===== config.mk =====
export PLATFORM = sky130hd
export DESIGN_NAME = scfg_regs
export DESIGN_NICKNAME = d
export VERILOG_FILES = /design/src/logic/scfg_lock_detect.v /design/src/logic/scfg_regs.v
export VERILOG_INCLUDE_DIRS = /design/src /design/src/logic
export SDC_FILE = /design/constraint.sdc
export NUM_CORES = 1
export LEC_CHECK = 0
export BUFFER_PORTS_ARGS = -buffer_cell sky130_fd_sc_hd__buf_4
export CAP_MARGIN = 0
export CORE_ASPECT_RATIO = 1.75
export CORE_MARGIN = 2
export CORE_UTILIZATION = 59
export CTS_BUF_LIST = sky130_fd_sc_hd__clkbuf_8 sky130_fd_sc_hd__clkbuf_16
export DETAILED_ROUTE_END_ITERATION = 16
export GPL_TIMING_DRIVEN = 0
export PLACE_DENSITY = 0.79
export SLEW_MARGIN = 20
export SYNTH_ARGS = -nofsm -noshare
export SYNTH_HDL_FRONTEND = slang
export SYNTH_HIERARCHICAL = 1
export SYNTH_SLANG_ARGS = --single-unit
export TNS_END_PERCENT = 10

===== constraint.sdc =====
create_clock -name clk -period 4 [get_ports clk]
set_clock_uncertainty 0.15 [all_clocks]
set_input_delay 0.2 -clock clk [delete_from_list [all_inputs] [get_ports clk]]
set_output_delay 0.2 -clock clk [all_outputs]
set_load 0.01 [all_outputs]

===== src/logic/scfg_defines.vh =====
`ifndef SCFG_DEFINES_VH
`define SCFG_DEFINES_VH
// frame layout
`define SCFG_FRAME_BITS 6'h20
`define SCFG_DATA_BITS 27
`define SCFG_ADDR_MASTER 4'h0
`define SCFG_ADDR_SIGMA_NUMERATOR_WORD 4'h1
`define SCFG_ADDR_MODU 4'h2
`define SCFG_ADDR_REFL 4'h3
`define SCFG_ADDR_LOCK 4'h4
// field positions
`define SCFG_SHADOW_BIT 26
`define SCFG_SLEEP_BIT 25
`define SCFG_OUT_OFF_BIT 24
`define SCFG_DIV_HI 23
`define SCFG_DIV_LO 21
`define SCFG_WORD_HI 20
`define SCFG_LEAK_X2_BIT 24
`define SCFG_LEAK_HI 23
`define SCFG_LEAK_LO 19
`define SCFG_LEAK_DIR_BIT 18
`define SCFG_DNSPLIT_BIT 17
`define SCFG_DLY_HI 16
`define SCFG_DLY_LO 15
`define SCFG_RPATH_HI 14
`define SCFG_RPATH_LO 13
`define SCFG_RDIV_HI 12
`define SCFG_PWR_HI 25
`define SCFG_PWR_LO 23
`define SCFG_EXTVCO_BIT 19
`define SCFG_FBMUX_BIT 14
`define SCFG_POL_BIT 10
`define SCFG_RTYPE_HI 9
`define SCFG_RTYPE_LO 8
`define SCFG_MUTE_BIT 7
`define SCFG_LDINV_BIT 6
`define SCFG_WIN_HI 5
`define SCFG_WIN_LO 3
`define SCFG_CNT_HI 2
`define SCFG_MDEL_HI 20
`define SCFG_MDEL_LO 19
// reset values
`define SCFG_RST_WORD 27'h0000000
// timing: window step in ns, clock period in ns
`define SCFG_WIN_STEP_NS 8'h02
`define SCFG_CLK_NS 5
`endif


===== src/logic/scfg_lock_detect.v =====
`timescale 1ns/1ps
`include "scfg_defines.vh"
// lock detector: counts consecutive in-window comparisons
module scfg_lock_detect (
	input wire clk,
	input wire rstn,
	input wire cmp_valid,
	input wire [7:0] phase_err_ns,
	input wire [2:0] lock_window_width,
	input wire [2:0] lock_comparison_count,
	output reg locked_ff
);
	reg [12:0] run_ff;
	reg [12:0] need;
	wire [7:0] window_ns;
	// window = (code+1)*2 ns
	assign window_ns = ({5'h00, lock_window_width} + 8'h01) * `SCFG_WIN_STEP_NS;
	always @* begin
		case (lock_comparison_count)
			3'h0: need = 13'h0004;
			3'h1: need = 13'h0008;
			3'h2: need = 13'h0010;
			3'h3: need = 13'h0040;
			3'h4: need = 13'h0100;
			3'h5: need = 13'h0400;
			3'h6: need = 13'h0800;
			default: need = 13'h1000;
		endcase
	end
	always @(posedge clk or negedge rstn) begin
		if (!rstn) begin
			run_ff <= 13'h0000;
			locked_ff <= 1'b0;
		end else if (cmp_valid) begin
			if (phase_err_ns > window_ns) begin
				run_ff <= 13'h0000;
				locked_ff <= 1'b0;
			end else begin
				if (run_ff < need)
					run_ff <= run_ff + 13'h0001;
				if (run_ff + 13'h0001 >= need)
					locked_ff <= 1'b1;
			end
		end
	end
endmodule


===== src/logic/scfg_regs.v =====
`timescale 1ns/1ps
`include "scfg_defines.vh"
module scfg_regs (
	input wire clk,
	input wire rstn,
	input wire sclk,
	input wire sdata,
	input wire latch_en,
	input wire cmp_valid,
	input wire [7:0] phase_err_ns,
	output reg first_output_off_ff,
	output reg second_output_off_ff,
	output reg [2:0] first_output_divide_select_ff,
	output reg [2:0] second_output_divide_select_ff,
	output reg [20:0] sigma_numerator_word_ff,
	output reg [20:0] fraction_denominator_ff,
	output reg chip_sleep_ff,
	output reg leakage_step_double_ff,
	output reg [4:0] pump_bleed_code_ff,
	output reg [9:0] leak_current_ua_ff,
	output reg pump_bleed_direction_ff,
	output reg down_split_enable_ff,
	output reg [1:0] down_split_level_ff,
	output reg [1:0] detector_delay_path_ff,
	output reg [1:0] ref_path_select_ff,
	output reg [12:0] ref_divider_ff,
	output reg [2:0] output_level_code_ff,
	output reg external_oscillator_select_ff,
	output reg internal_osc_on_ff,
	output reg feedback_divided_ff,
	output reg detector_polarity_ff,
	output reg [1:0] reference_input_type_ff,
	output reg first_output_on_ff,
	output reg second_output_on_ff,
	output reg lock_indicator_ff,
	output reg calib_start_ff
);
	// ****************************************
	// pin synchronisers
	// ****************************************
	reg [1:0] sclk_sync_ff;
	reg [1:0] sdat_sync_ff;
	reg [1:0] le_sync_ff;
	reg sclk_prev_ff;
	reg le_prev_ff;
	always @(posedge clk or negedge rstn) begin
		if (!rstn) begin
			sclk_sync_ff <= 2'h0;
			sdat_sync_ff <= 2'h0;
			// latch idles high, so no false rise right after reset
			le_sync_ff <= 2'h3;
			sclk_prev_ff <= 1'b0;
			le_prev_ff <= 1'b1;
		end else begin
			sclk_sync_ff <= {sclk_sync_ff[0], sclk};
			sdat_sync_ff <= {sdat_sync_ff[0], sdata};
			le_sync_ff <= {le_sync_ff[0], latch_en};
			sclk_prev_ff <= sclk_sync_ff[1];
			le_prev_ff <= le_sync_ff[1];
		end
	end
	// data and clock share sync depth, so sampled data matches the edge
	wire sclk_rise = sclk_sync_ff[1] & ~sclk_prev_ff;
	wire le_rise = le_sync_ff[1] & ~le_prev_ff;
	// ****************************************
	// serial frame shifter
	// ****************************************
	reg [31:0] shift_ff;
	reg [5:0] bit_cnt_ff;
	always @(posedge clk or negedge rstn) begin
		if (!rstn) begin
			shift_ff <= 32'h00000000;
			bit_cnt_ff <= 6'h00;
		end else if (le_rise) begin
			bit_cnt_ff <= 6'h00;
		end else if (sclk_rise && !le_sync_ff[1]) begin
			shift_ff <= {shift_ff[30:0], sdat_sync_ff[1]};
			if (bit_cnt_ff != 6'h3f)
				bit_cnt_ff <= bit_cnt_ff + 6'h01;
		end
	end
	// exactly 32 bits, write bit 0, then address, then data
	wire frame_ok = le_rise && (bit_cnt_ff == `SCFG_FRAME_BITS) && !shift_ff[31];
	wire [3:0] addr = shift_ff[30:27];
	wire [26:0] data = shift_ff[26:0];
	wire hold = data[`SCFG_SHADOW_BIT];
	wire wr_master = frame_ok && (addr == `SCFG_ADDR_MASTER);
	// ****************************************
	// registers and shadows
	// ****************************************
	reg [26:0] lock_reg_ff;
	reg [1:0] master_dly_ff;
	// one driver per slot: each entry keeps its own state, packed onto a bus
	wire [80:0] act_bus;
	genvar gi;
	generate
		for (gi = 1; gi <= 3; gi = gi + 1) begin : g_buf
			reg [26:0] act_ff;
			reg [26:0] shd_ff;
			reg pend_ff;
			wire hit = frame_ok && ({28'h0000000, addr} == gi);
			always @(posedge clk or negedge rstn) begin
				if (!rstn) begin
					act_ff <= `SCFG_RST_WORD;
					shd_ff <= `SCFG_RST_WORD;
					pend_ff <= 1'b0;
				end else if (hit && hold) begin
					shd_ff <= data;
					pend_ff <= 1'b1;
				end else if (hit) begin
					act_ff <= data;
					pend_ff <= 1'b0;
				end else if (wr_master && pend_ff) begin
					act_ff <= shd_ff;
					pend_ff <= 1'b0;
				end
			end
			assign act_bus[(gi - 1) * 27 +: 27] = act_ff;
		end
	endgenerate
	always @(posedge clk or negedge rstn) begin
		if (!rstn) begin
			lock_reg_ff <= `SCFG_RST_WORD;
			master_dly_ff <= 2'h0;
		end else begin
			if (frame_ok && addr == `SCFG_ADDR_LOCK)
				lock_reg_ff <= data;
			// down split level lives in master delay field
			if (wr_master)
				master_dly_ff <= data[`SCFG_MDEL_HI:`SCFG_MDEL_LO];
		end
	end
	// ****************************************
	// lock detector
	// ****************************************
	wire locked;
	scfg_lock_detect u_lock (
		.clk(clk),
		.rstn(rstn),
		.cmp_valid(cmp_valid),
		.phase_err_ns(phase_err_ns),
		.lock_window_width(lock_reg_ff[`SCFG_WIN_HI:`SCFG_WIN_LO]),
		.lock_comparison_count(lock_reg_ff[`SCFG_CNT_HI:0]),
		.locked_ff(locked)
	);
	// ****************************************
	// decoded control outputs
	// ****************************************
	wire [26:0] r1 = act_bus[26:0];
	wire [26:0] r2 = act_bus[53:27];
	wire [26:0] r3 = act_bus[80:54];
	wire mute = lock_reg_ff[`SCFG_MUTE_BIT] && !locked;
	wire sleep = r3[`SCFG_SLEEP_BIT];
	wire [9:0] step = r3[`SCFG_LEAK_X2_BIT] ? 10'h014 : 10'h00a;
	wire [1:0] dly = r3[`SCFG_DLY_HI:`SCFG_DLY_LO];
	wire [1:0] rtype = lock_reg_ff[`SCFG_RTYPE_HI:`SCFG_RTYPE_LO];
	wire [2:0] div2 = r2[`SCFG_DIV_HI:`SCFG_DIV_LO];
	always @(posedge clk or negedge rstn) begin
		if (!rstn) begin
			first_output_off_ff <= 1'b0;
			second_output_off_ff <= 1'b0;
			first_output_divide_select_ff <= 3'h0;
			second_output_divide_select_ff <= 3'h0;
			sigma_numerator_word_ff <= 21'h000000;
			fraction_denominator_ff <= 21'h000000;
			chip_sleep_ff <= 1'b0;
			leakage_step_double_ff <= 1'b0;
			pump_bleed_code_ff <= 5'h00;
			leak_current_ua_ff <= 10'h000;
			pump_bleed_direction_ff <= 1'b0;
			down_split_enable_ff <= 1'b0;
			down_split_level_ff <= 2'h0;
			detector_delay_path_ff <= 2'h0;
			ref_path_select_ff <= 2'h0;
			ref_divider_ff <= 13'h0000;
			output_level_code_ff <= 3'h0;
			external_oscillator_select_ff <= 1'b0;
			internal_osc_on_ff <= 1'b0;
			feedback_divided_ff <= 1'b0;
			detector_polarity_ff <= 1'b0;
			reference_input_type_ff <= 2'h0;
			first_output_on_ff <= 1'b0;
			second_output_on_ff <= 1'b0;
			lock_indicator_ff <= 1'b0;
			calib_start_ff <= 1'b0;
		end else begin
			first_output_off_ff <= r1[`SCFG_OUT_OFF_BIT];
			second_output_off_ff <= r2[`SCFG_OUT_OFF_BIT];
			// reserved 111 holds direct
			first_output_divide_select_ff <= (r1[`SCFG_DIV_HI:`SCFG_DIV_LO] == 3'h7) ? 3'h0 :
				r1[`SCFG_DIV_HI:`SCFG_DIV_LO];
			// 111 follows first divider; invalid with first code 000 (direct), so forced direct; first code 111 leaves it 111
			second_output_divide_select_ff <= (div2 == 3'h7 && r1[`SCFG_DIV_HI:`SCFG_DIV_LO] == 3'h0) ? 3'h0 :
				div2;
			sigma_numerator_word_ff <= r1[`SCFG_WORD_HI:0];
			fraction_denominator_ff <= r2[`SCFG_WORD_HI:0];
			chip_sleep_ff <= sleep;
			leakage_step_double_ff <= r3[`SCFG_LEAK_X2_BIT];
			pump_bleed_code_ff <= r3[`SCFG_LEAK_HI:`SCFG_LEAK_LO];
			leak_current_ua_ff <= {5'h00, r3[`SCFG_LEAK_HI:`SCFG_LEAK_LO]} * step;
			pump_bleed_direction_ff <= r3[`SCFG_LEAK_DIR_BIT];
			down_split_enable_ff <= r3[`SCFG_DNSPLIT_BIT] && !sleep;
			down_split_level_ff <= r3[`SCFG_DNSPLIT_BIT] ? master_dly_ff : 2'h0;
			detector_delay_path_ff <= (dly == 2'h3) ? 2'h0 : dly;
			// doubling is not applicable with differential input
			ref_path_select_ff <= (r3[`SCFG_RPATH_HI:`SCFG_RPATH_LO] == 2'h1 && rtype == 2'h1) ? 2'h0 :
				r3[`SCFG_RPATH_HI:`SCFG_RPATH_LO];
			ref_divider_ff <= r3[`SCFG_RDIV_HI:0];
			output_level_code_ff <= lock_reg_ff[`SCFG_PWR_HI:`SCFG_PWR_LO];
			external_oscillator_select_ff <= lock_reg_ff[`SCFG_EXTVCO_BIT] && !sleep;
			internal_osc_on_ff <= !lock_reg_ff[`SCFG_EXTVCO_BIT] && !sleep;
			feedback_divided_ff <= lock_reg_ff[`SCFG_FBMUX_BIT];
			detector_polarity_ff <= lock_reg_ff[`SCFG_POL_BIT];
			reference_input_type_ff <= rtype;
			first_output_on_ff <= !r1[`SCFG_OUT_OFF_BIT] && !mute && !sleep;
			second_output_on_ff <= !r2[`SCFG_OUT_OFF_BIT] && !mute && !sleep;
			lock_indicator_ff <= locked ^ lock_reg_ff[`SCFG_LDINV_BIT];
			calib_start_ff <= wr_master;
		end
	end
endmodule


==> summary.txt <==
Floorplan
  • DIE AREA: around 24000 sq um
  • Core Area: between 20000 and 25000 sq um
  • Effective utilization at floorplan: a little under 60%
  • Ports: about 120
  • Cell Rows: between 70 and 80
  • Die width: roughly 120 microns
  • Die Y: around 200 microns

Yosys
  • Seq cells post-synth: 333
  • Synth Area in XOR/XNOR: 0.9769%
  • Post-synthesis simple-gate area fraction: between 10 and 15%
  • Adder-Cell Fraction of Synth Area: between 4 and 5%
  • Post-synth EDFFs: 0
  • Area of the mapped netlist: about 13000 sq um
  • Syn Area/Cell: around 13 sq um
  • Yosys warnings: 6
  • Post-synth top flop: dfrtp_1
  • Main combinational cell family by area after synthesis: simple AND/OR/NAND/NOR gates
  • Cells after Synth: approximately 1000
  • Compound-cell area share of the yosys netlist: approximately 7.9%
  • Post-synthesis mux area share: 10.70%
  • Post-synth cell types: 65
  • Part of the Yosys area used for sequential elements: around three fifths
  • Post-synth ARST share: 100.0%

Detailed routing
  • Metal-1 WL: approximately 11000 microns
  • DRT Pass-1 Iters: 5
  • Routed WL per cell: 19.42 microns
  • Vias per Instance: slightly below 6
  • Post-DRT Antenna Nets: 0
  • WL met2: between 15000 and 20000 microns
  • Uppermost layer routed: met4
  • DRC: 0
  • Met3 Wirelength: 1167 microns
  • Vias: 8865
  • Initial drt markers: about 570
  • Total Wirelength: around 29000 microns

Critical path
  • Crit path kind: reg -> reg
  • CP max stage delay: approximately 0.48 ns
  • Slowest-stage cell, CP: fa_1
  • Setup crit start kind: register
  • WP data required: 4.34 ns
  • Crit-path cells: clkbuf_1 > mux2_2 > ha_1 > clkbuf_1 > fa_1 > ha_1 > fa_1 > a21o_1 > a21oi_1 > xnor2_1
  • Worst Path Max Fanout: 10
  • CP arrival: 3.79 ns
  • Critical path endpoint category: register

Placement
  • Port Buffers: about 110
  • Worst slack at placement: between 0.5 and 0.6 ns
  • Post-DP Area: about 15000 sq um
  • Post-detail-place hpwl: around 20000 microns
  • Routability Congestion: 0.9139

Timing
  • Final setup viols: 0
  • Final Hold Slack: 0.01620 ns
  • Post-route setup slack: 0.5477 ns
  • Final critical-path share of the clock period: roughly 86%
  • Fmax: between 200 and 300 MHz
  • Slew headroom: a little under half
  • Final Max Tran Viols: 0
  • Hold Vio Cnt, Final: 0
  • Slew at the pin closest to its max-slew limit: between 0.8 and 0.9 ns
  • RSZ-0062 raised after global routing: no
  • Period minus WS final: between 3 and 4 ns

Layout
  • Util after Layout: 69.95%
  • Fillers: approximately 1600
  • # diodes: 0
  • Area delta synth->final: 17.34%
  • Fin nets: 1256
  • Cell area after layout: between 15000 and 20000 sq um
  • Share of cells above drive strength 1: 26.44%

Power and ir drop
  • Power density cells: a little over 400 nW/um^2
  • Leakage: 8.281 nW
  • Pwr Total: around 6.5 mW
  • Worst vdd ir: 0.0003234 V

GRT
  • Vias in the first global route: ~9100
  • Total grt overflow: 0
  • Largest net degree at the start of global routing: between 100 and 150
  • Tot GR Track Use: between 20% and 30%
  • Initial antenna violation count: 0
  • First-pass GRT wire length: 47390 microns

Clocking
  • CTS root buf: clkbuf_16
  • CTS HTree Levels: 1
  • Deepest clock path buffer count: 3
  • CTS resizes: 0
  • Total CTS buffers: 28
  • CTS tree: done
  • Later-pin clock latency in the skew report: about 0.57 ns
  • TritonCTS Sinks: roughly 330
  • Clk pin slew, worst setup/hold paths: 0.07 ns

Run status
  • Status: finished clean

Hold path
  • Hold Crit Class: in -> async

Job
  • Max cap viols: 0
final cells by class:
class                           instances  area, sq um  area share (%)
Buffer                                 74        357.8           2.268
Clock buffer                           32        755.7           4.789
Clock inverter                         18        161.4           1.023
Inverter                               11        41.29          0.2617
Multi-Input combinational cell        625         4723           29.93
Sequential cell                       333         8337           52.83
Tap cell                              300        375.4           2.379
Timing Repair Buffer                  125         1028           6.518
sequential cells by signal, summed over array words and instances, names as in the netlist, 6 cells and up:
register	flops
bit_cnt_ff	6
fraction_denominator_ff	21
g_buf.act_ff	76
g_buf.shd_ff	76
leak_current_ua_ff	9
lock_reg_ff	16
ref_divider_ff	13
shift_ff	32
sigma_numerator_word_ff	21
u_lock/run_ff	13
worst max-delay path, delay by kind of cell, from the launching register on:
family / cells / cell delay, ns
multiplexers: 1 / 0.42
AO/OA/AOI/OAI: 2 / 0.37
adder cells (fa/ha/maj): 4 / 1.50
XOR/XNOR: 1 / 0.13
buffers and inverters: 2 / 0.43
flip-flops: 1 / 0.36
cells in the final DEF (no fill, tap or decap), types with 6 or more instances in the layout:
cell type / synthesis / final
dfrtp_1: 330 / 330
nor2_1: 121 / 121
buf_4: 3 / 115
mux2_2: 107 / 107
o22ai_1: 77 / 77
nor3_1: 57 / 57
ha_1: 40 / 40
clkbuf_1: 30 / 30
clkbuf_16: 0 / 28
nor2b_1: 19 / 19
buf_2: 19 / 19
mux2_1: 19 / 19
inv_1: 11 / 18
nand2_1: 18 / 18
buf_1: 16 / 16
a21o_1: 11 / 11
nand3_1: 11 / 11
xnor2_1: 10 / 10
and2_1: 9 / 9
a21oi_1: 9 / 9
dlygate4sd3_1: 0 / 9
and3_1: 8 / 8
nand4_1: 7 / 7
nor4b_1: 6 / 6
buf_6: 6 / 6
a22o_1: 6 / 6
synth_stat cells (7+ instances only):
| master | n | area [sq um] |
|---|---|---|
| a21o_1 | 11 | 82.58 |
| a21oi_1 | 9 | 45.04 |
| and2_1 | 9 | 56.30 |
| and3_1 | 8 | 50.05 |
| buf_1 | 16 | 60.06 |
| buf_2 | 19 | 95.09 |
| clkbuf_1 | 30 | 112.6 |
| dfrtp_1 | 330 | 8258 |
| ha_1 | 40 | 500.5 |
| inv_1 | 11 | 41.29 |
| mux2_1 | 19 | 214.0 |
| mux2_2 | 107 | 1205 |
| nand2_1 | 18 | 67.56 |
| nand3_1 | 11 | 55.05 |
| nand4_1 | 7 | 43.79 |
| nor2_1 | 121 | 454.2 |
| nor2b_1 | 19 | 118.9 |
| nor3_1 | 57 | 285.3 |
| o22ai_1 | 77 | 481.7 |
| xnor2_1 | 10 | 87.58 |
metrics by stage:
step | cells | TNS [ns]
global placement | 1456 | -84.47
CTS | 1518 | 0
finish | 1518 | 0
global route | 1518 | 0
detailed placement | 1459 | 0
floorplan | 1043 | 0
timing repair:
action / CTS / global route
hold buffers: 9 / 0
hold endpoints to repair: 339 / 0
buffers inserted: 0 / 0
per-layer routing:
layer	track usage, %	up-vias
met1	29.87	4526
met3	2.936	69
met4	11.53	0
met2	44.98	266
li1	-	4004
met5	0	-
final timing paths:
kind,start,endpoint,slack (ns),cells after the start
max,g_buf[3].act_ff[24],leak_current_ua_ff[8],0.55,10
min reg2reg,sdat_sync_ff[0],sdat_sync_ff[1],0.20,0
min,rstn,u_lock/run_ff[9],0.02,2
max in group asynchronous,rstn,sigma_numerator_word_ff[4],2.79,3
max reg2reg,g_buf[3].act_ff[24],leak_current_ua_ff[8],0.55,10
min in group clk,phase_err_ns[6],u_lock/run_ff[3],0.02,4
logic make-up (layout without fill, tap and decap cells):
family / after synthesis / in the layout
simple gates: 285 / 285
mux: 128 / 128
fa+ha+maj: 44 / 44
buf+inv: 85 / 260
other cells: 1 / 4
flops: 333 / 333
xor+xnor: 15 / 15
compound gates: 149 / 149
power breakdown:
part / switching, mW / internal, mW
clock: 1.22 / 1.49
sequential: 0.0152 / 3.41
combinational: 0.264 / 0.103
total: 1.50 / 5.00
(Power assumes the default switching activity.)
